<file path="src/rtl/ief_map.vh">
// Register offsets, field positions and limits of the error-flag and rate block.
// Assumes a register port driven by the serial front end on the same clock.
// Function
// - A read of the error-flag word returns it, then clears all bits except those set in the read cycle.
// - Each flag is sticky until a read of the error-flag word clears it.
// - A condition still present after the clearing read sets its flag again.
// - Self-test finishing with any sensor failed sets flag bit 5.
// - Supply below 2.8 V sets bit 4 and halts data; recovery restarts.
// - Frame clock count not a multiple of 16 sets the serial error flag.
// - Failed flash update sets flag bit 2.
// - Data-path overrun sets bit 1; host then resets the device.
// - In scaled sync mode, loss of sync with the external clock sets bit 7.
// - Flash CRC mismatch after flash test sets its own flag, bit 6.
// - Each gyro axis rate is 32-bit two's complement, split high and low words.
// - High-word scale is 160, 40 or 10 LSB per deg/s by range model.
// - High word: zero 0x0000, one step 0x0001, full scale 0x4e20 and 0xb1e0.
// - Combined form: LSB is 1/65536 step; full scale 0x4e200000 and 0xb1e00000.
`ifndef IEF_MAP_VH
`define IEF_MAP_VH
`define IEF_ADDR_FLAGS 7'h02
`define IEF_ADDR_XG_LOW 7'h04
`define IEF_ADDR_XG_HIGH 7'h06
`define IEF_ADDR_YG_LOW 7'h08
`define IEF_ADDR_YG_HIGH 7'h0a
`define IEF_ADDR_ZG_LOW 7'h0c
`define IEF_ADDR_ZG_HIGH 7'h0e
`define IEF_ADDR_MISC_CTRL 7'h60
`define IEF_MISC_CTRL_RESET 16'h00c1
`define IEF_SYNC_MODE_SCALED 3'b010
`define IEF_BIT_SYNC_LOSS 7
`define IEF_BIT_CRC_FAIL 6
`define IEF_BIT_SENSOR_FAIL 5
`define IEF_BIT_LOW_SUPPLY 4
`define IEF_BIT_SERIAL_ERR 3
`define IEF_BIT_FLASH_UPD_FAIL 2
`define IEF_BIT_OVERRUN 1
`define IEF_FLAGS_RESET 16'h0000
`define IEF_FLAGS_USED 16'h00fe
`define IEF_FRAME_BITS 16
`define IEF_SCALE_125 8'd160
`define IEF_SCALE_500 8'd40
`define IEF_SCALE_2000 8'd10
`define IEF_POS_FULL_HIGH 16'h4e20
`define IEF_NEG_FULL_HIGH 16'hb1e0
`endif

</file>
<file path="src/rtl/ief_rate_fmt.v">
// Gyro rate formatter for three axes.
// Assumes raw samples already at the combined 32-bit scale, valid on a strobe.
`timescale 1ns/1ps
module ief_rate_fmt (
  input wire clk_sys,
  input wire reset,
  input wire hold,
  input wire sample_valid,
  input wire [95:0] sample_xyz,
  output wire [95:0] rate_xyz
);
`include "ief_map.vh"
  reg [95:0] rate_r;
  genvar g;
  // ----------------------------------------
  // Per-axis capture
  // ----------------------------------------
  generate
    for (g = 0; g < 3; g = g + 1) begin : g_axis
      // Both halves load together, never one alone
      always @(posedge clk_sys or posedge reset) begin
        if (reset) begin
          rate_r[g*32 +: 32] <= 32'h0000_0000;
        end else if (sample_valid && !hold) begin
          rate_r[g*32 +: 32] <= sample_xyz[g*32 +: 32];
        end
      end
    end
  endgenerate
  assign rate_xyz = rate_r;
endmodule // ief_rate_fmt

</file>
<file path="src/rtl/ief_top.v">
// Error-flag word and gyro rate output registers.
// Assumes a 16-bit register port on clk_sys; only supply_low, sync_lost and path_overrun may be asynchronous.
`timescale 1ns/1ps
module ief_top (
  input wire clk_sys,
  input wire reset,
  input wire reg_rd,
  input wire reg_wr,
  input wire [6:0] reg_addr,
  input wire [15:0] reg_wdata,
  output reg [15:0] reg_rdata,
  input wire frame_end,
  input wire [7:0] frame_sclk_cnt,
  input wire self_test_done,
  input wire self_test_fail,
  input wire flash_test_done,
  input wire flash_crc_mismatch,
  input wire flash_update_done,
  input wire flash_update_fail,
  input wire supply_low,
  input wire sync_lost,
  input wire path_overrun,
  input wire sample_valid,
  input wire [95:0] sample_xyz,
  output wire data_halt
);
`include "ief_map.vh"
  // ----------------------------------------
  // Synchronisers for pin-side conditions
  // ----------------------------------------
  reg [1:0] sup_meta_r;
  reg [1:0] sup_sync_r;
  reg [1:0] syn_meta_r;
  reg [1:0] syn_sync_r;
  reg [1:0] ovr_meta_r;
  reg [1:0] ovr_sync_r;
  always @(posedge clk_sys or posedge reset) begin
    if (reset) begin
      sup_meta_r <= 2'b00;
      sup_sync_r <= 2'b00;
      syn_meta_r <= 2'b00;
      syn_sync_r <= 2'b00;
      ovr_meta_r <= 2'b00;
      ovr_sync_r <= 2'b00;
    end else begin
      sup_meta_r <= {1'b0, supply_low};
      sup_sync_r <= sup_meta_r;
      syn_meta_r <= {1'b0, sync_lost};
      syn_sync_r <= syn_meta_r;
      ovr_meta_r <= {1'b0, path_overrun};
      ovr_sync_r <= ovr_meta_r;
    end
  end
  wire sup_low_s = sup_sync_r[0];
  wire sync_lost_s = syn_sync_r[0];
  wire overrun_s = ovr_sync_r[0];

  // ----------------------------------------
  // Miscellaneous control word
  // ----------------------------------------
  reg [15:0] misc_ctrl_r;
  always @(posedge clk_sys or posedge reset) begin
    if (reset) begin
      misc_ctrl_r <= `IEF_MISC_CTRL_RESET;
    end else if (reg_wr && reg_addr == `IEF_ADDR_MISC_CTRL) begin
      misc_ctrl_r <= reg_wdata;
    end
  end
  wire scaled_sync = (misc_ctrl_r[4:2] == `IEF_SYNC_MODE_SCALED);

  // ----------------------------------------
  // Flag set terms
  // ----------------------------------------
  // Level conditions re-raise every cycle they persist
  reg [15:0] flag_set;
  always @* begin
    flag_set = 16'h0000;
    flag_set[`IEF_BIT_SYNC_LOSS] = scaled_sync && sync_lost_s;
    flag_set[`IEF_BIT_CRC_FAIL] = flash_test_done && flash_crc_mismatch;
    flag_set[`IEF_BIT_SENSOR_FAIL] = self_test_done && self_test_fail;
    flag_set[`IEF_BIT_LOW_SUPPLY] = sup_low_s;
    // Low four bits zero means a whole number of 16-clock words
    flag_set[`IEF_BIT_SERIAL_ERR] = frame_end && (frame_sclk_cnt[3:0] != 4'h0);
    flag_set[`IEF_BIT_FLASH_UPD_FAIL] = flash_update_done && flash_update_fail;
    flag_set[`IEF_BIT_OVERRUN] = overrun_s;
  end

  // ----------------------------------------
  // Sticky error-flag word
  // ----------------------------------------
  reg [15:0] flags_r;
  reg [15:0] flags_nxt;
  wire flags_rd = reg_rd && (reg_addr == `IEF_ADDR_FLAGS);
  always @* begin
    flags_nxt = flags_r;
    if (flags_rd) begin
      flags_nxt = 16'h0000;
    end
    // Set wins over a same-cycle clear so no event is lost
    flags_nxt = (flags_nxt | flag_set) & `IEF_FLAGS_USED;
  end
  always @(posedge clk_sys or posedge reset) begin
    if (reset) begin
      flags_r <= `IEF_FLAGS_RESET;
    end else begin
      flags_r <= flags_nxt;
    end
  end

  // Processing stops while supply is low, resumes on its own after
  assign data_halt = sup_low_s;

  // ----------------------------------------
  // Rate outputs
  // ----------------------------------------
  wire [95:0] rate_xyz;
  ief_rate_fmt u_rate (
    .clk_sys(clk_sys),
    .reset(reset),
    .hold(data_halt),
    .sample_valid(sample_valid),
    .sample_xyz(sample_xyz),
    .rate_xyz(rate_xyz)
  );

  // ----------------------------------------
  // Read data
  // ----------------------------------------
  // High word carries the range-model scale set upstream
  always @(posedge clk_sys or posedge reset) begin
    if (reset) begin
      reg_rdata <= 16'h0000;
    end else if (reg_rd) begin
      case (reg_addr)
        `IEF_ADDR_FLAGS: reg_rdata <= flags_r;
        `IEF_ADDR_XG_LOW: reg_rdata <= rate_xyz[15:0];
        `IEF_ADDR_XG_HIGH: reg_rdata <= rate_xyz[31:16];
        `IEF_ADDR_YG_LOW: reg_rdata <= rate_xyz[47:32];
        `IEF_ADDR_YG_HIGH: reg_rdata <= rate_xyz[63:48];
        `IEF_ADDR_ZG_LOW: reg_rdata <= rate_xyz[79:64];
        `IEF_ADDR_ZG_HIGH: reg_rdata <= rate_xyz[95:80];
        `IEF_ADDR_MISC_CTRL: reg_rdata <= misc_ctrl_r;
        default: reg_rdata <= 16'h0000;
      endcase
    end
  end
endmodule // ief_top

</file>
<file path="config.mk">
export PLATFORM = sky130hd
export DESIGN_NAME = ief_top
export DESIGN_NICKNAME = d
export VERILOG_FILES = /design/src/rtl/ief_rate_fmt.v /design/src/rtl/ief_top.v
export VERILOG_INCLUDE_DIRS = /design/src /design/src/rtl
export SDC_FILE = /design/constraint.sdc
export NUM_CORES = 1
export LEC_CHECK = 0
export BUFFER_PORTS_ARGS = -buffer_cell sky130_fd_sc_hd__clkbuf_2
export CAP_MARGIN = 30
export CORE_MARGIN = 8
export CORE_UTILIZATION = 48
export DETAILED_ROUTE_END_ITERATION = 6
export PLACE_DENSITY = 0.84
export RECOVER_POWER = 100
export SLEW_MARGIN = 10
export SYNTH_ARGS = -nofsm -noshare
export SYNTH_HDL_FRONTEND = slang
export SYNTH_SLANG_ARGS = --single-unit
</file>
<file path="constraint.sdc">
create_clock -name clk_sys -period 4.2 [get_ports clk_sys]
set_input_delay 0.21 -clock clk_sys [delete_from_list [all_inputs] [get_ports clk_sys]]
set_output_delay 0.21 -clock clk_sys [all_outputs]
set_load 0.005 [all_outputs]
</file>
==> run metrics <==
status=finished, violations left; crit path time final=approximately 3000 ps; first-pass GRT wire length=26440 um; Slew @ Worst Pin=roughly 2100 ps; Synth Area in Simple Gates=slightly above 5%; Max Fclk=about 340 MHz; core area=between 10000 and 15000 um^2; Final period util=a little over two thirds; cells after synthesis=452; Psw=about 0.8 mW; Post-synth EDFFs=0; TritonCTS clock tree=built; Root Buffer=clkbuf_16; Final ANT Viol Nets=0; largest family of logic cells by synthesized area=multiplexers; number of global-route vias before repair=roughly 5100; FF+latch count, synth=around 140; Critical Setup Path Class=in2reg; Die Y=129.8 um; # diodes=0; mux contribution to synthesized area=about a quarter; Slew HR=-41.80%; Longest Clk Path Bufs=2; GP Congestion=a little over 0.8; Boundary Pins=about 160; H-Tree Level Count=4; Critical Path End Type=flop; final setup TNS=0 ps; post-synthesis average cell area=around 14 um^2; clock network fraction of design power=47.5%; Clock Pin Slew Worst Setup and Hold Paths=around 60 ps; Nets=750; Detailed Place HPWL=12010 um; Layout area overhead=27.13%; row count=41; ys async rst share=100.0%; fin cells=793; total grt overflow=0; failing checks=max-capacitance violations, max-slew violations; crit path max fanout=23; Total Routed Length=16730 um; gr usage total=between 20% and 30%; Synth Area in XOR/XNOR=0%; post-synth cell types=45; Iter 0 DRT Violations=roughly 280; combinational power share=10.5%; DR WL/cell=approximately 21 um; hold buffers post-CTS=5; IO buf count=about 150; Sink Count=141; worst setup skew after layout=slightly below 8 ps; Hold Crit Class=in2reg; die width=between 100 and 150 um; Pwr Density=483.6 nW/um^2; Yosys warnings=0; sequential area share after synthesis=between 50% and 60%; compound-cell area share of the yosys netlist=around a tenth; unrepaired setup endpoints after global routing=no; Initial Util=roughly half; Die ar.=roughly 17000 um^2; Fin. Hold Viols=0; initial antenna violation count=0; Data arrival, critical path=between 3000 and 4000 ps; Cells after DPL=around 750; Main synth FF type=dfrtp_1; Post-CTS Setup Bufs=0; worst vdd ir=approximately 350 uV; Lkg Pwr=3.538 nW; Worst Path Required=between 4000 and 5000 ps; vias per inst=around 5.6; reg-to-reg slack, setup=around 1300 ps; cts repair resizes=0; pin count of the biggest net entering global routing=108; Seq pwr share=a little over two fifths; Setup violations, final=0; Cell Int Power=roughly 3 mW; Worst setup SP type=primary input; 1st-pass router iterations=4; final slew viol count=a little under 90; post-synthesis net count=just under 600; synthesized area=~6200 um^2; adder-cell area share of the yosys netlist=0%; # DRC=0; share of layout cells above drive strength 1=48.95%; vias=~4500; Clk Latency, worst-skew pair=around 420 ps; CTS Buf Count=17; max-cap check violation count=3; Switching Fraction=21.33%
==> stage by stage <==
step | instance area [um^2] | hold WS [ps] | power, mW | setup WS, ps | util (%)
final | 7904 | 3.127 | 3.822 | 1260 | 62.63
after detailed placement | 7144 | 322.7 | 2.025 | 1676 | 56.61
after global placement | 7117 | 319.2 | 1.990 | 1812 | 56.39
after CTS | 7920 | 1.781 | 3.846 | 2108 | 62.76
after floorplan | 6217 | 241.4 | 1.865 | 213.7 | -
after global routing | 7904 | 2.739 | 3.961 | 998.5 | 62.63
==> Yosys cell counts (all sizes together), types with 5 or more instances <==
| library cell | count | area, um^2 |
|---|---|---|
| a21oi | 8 | 40.04 |
| a221oi | 12 | 117.6 |
| a22o | 17 | 148.9 |
| a22oi | 10 | 75.07 |
| buf | 18 | 87.58 |
| clkbuf | 11 | 41.29 |
| dfrtp | 138 | 3453 |
| inv | 12 | 45.04 |
| mux2 | 135 | 1520 |
| nand2 | 18 | 70.07 |
| nand3 | 9 | 45.04 |
| nor2b | 5 | 31.28 |
| o221ai | 11 | 96.34 |
==> layout make-up <==
cell class	count	area, um^2
clock buffer	23	498.0
multi-input combinational	270	2496
fill	983	4716
timing repair buffer	166	888.4
inverter	12	46.29
sequential	141	3532
clock inverter	9	227.7
tap	172	215.2
==> final timing paths <==
path,cells after the start,to,start
max in group asynchronous,5,u_rate.rate_xyz[66]$_DFFE_PP0P_,reset
max reg2reg,4,u_rate.rate_xyz[70]$_DFFE_PP0P_,sup_sync_r[0]$_DFF_PP0_
min reg2reg,0,ovr_sync_r[0]$_DFF_PP0_,ovr_meta_r[0]$_DFF_PP0_
min in group asynchronous,3,u_rate.rate_xyz[2]$_DFFE_PP0P_,reset
min,3,flags_r[3]$_DFF_PP0_,frame_end
max,7,misc_ctrl_r[8]$_DFFE_PP0P_,reg_addr[3]
==> power by group through the flow <==
| stage | sequential [mW] | clock [mW] | combinational, mW |
|---|---|---|---|
| after global routing | 1.62 | 1.90 | 0.441 |
| final | 1.61 | 1.81 | 0.402 |
| after CTS | 1.60 | 1.84 | 0.404 |
| after global placement | 1.61 | 0 | 0.377 |
| after detailed placement | 1.63 | 0 | 0.398 |
| after floorplan | 1.60 | 0 | 0.269 |
==> cells in the final DEF, fill, tap and decap left out, drive strengths merged, types with 8 or more instances in the layout <==
cell,Yosys,routed
dfrtp,138,138
mux2,135,135
a221oi,12,12
a21oi,8,8
nand3,9,9
nand2,18,18
o221ai,11,11
inv,12,11
a22oi,10,10
clkbuf,11,180
a22o,17,17
==> per-layer routing <==
layer | routed length [um] | global-route usage (%) | vias to the layer above
li1 | - | - | 2004
met2 | 8663 | 35.53 | 154
met4 | 454 | 9.153 | 0
met3 | 860 | 4.610 | 34
met1 | 6756 | 24.21 | 2285
met5 | 0 | 0 | -
==> cells by family after synthesis <==
kind of cell           count (synthesis)
flip-flops                           141
buffers and inverters                 41
AND/OR/NAND/NOR                       54
multiplexers                         139
AO/OA/AOI/OAI                         77
==> state kept, by name, summed over array words and instances (netlist names) <==
| register | cells |
|---|---|
| syn_meta_r | 1 |
| sup_meta_r | 1 |
| u_rate.rate_xyz | 96 |
| syn_sync_r | 1 |
| ovr_sync_r | 1 |
| flags_r | 7 |
| sup_sync_r | 1 |
| reg_rdata | 16 |
| misc_ctrl_r | 16 |
| ovr_meta_r | 1 |
==> critical path, cell delays in order <==
cell and delay, ps:
clkbuf_1 510, nor2_1 370, nand2_1 80, nor3_1 130
clkbuf_1 650, nand2_1 730, mux2_1 540
(Power assumes the default switching activity.)
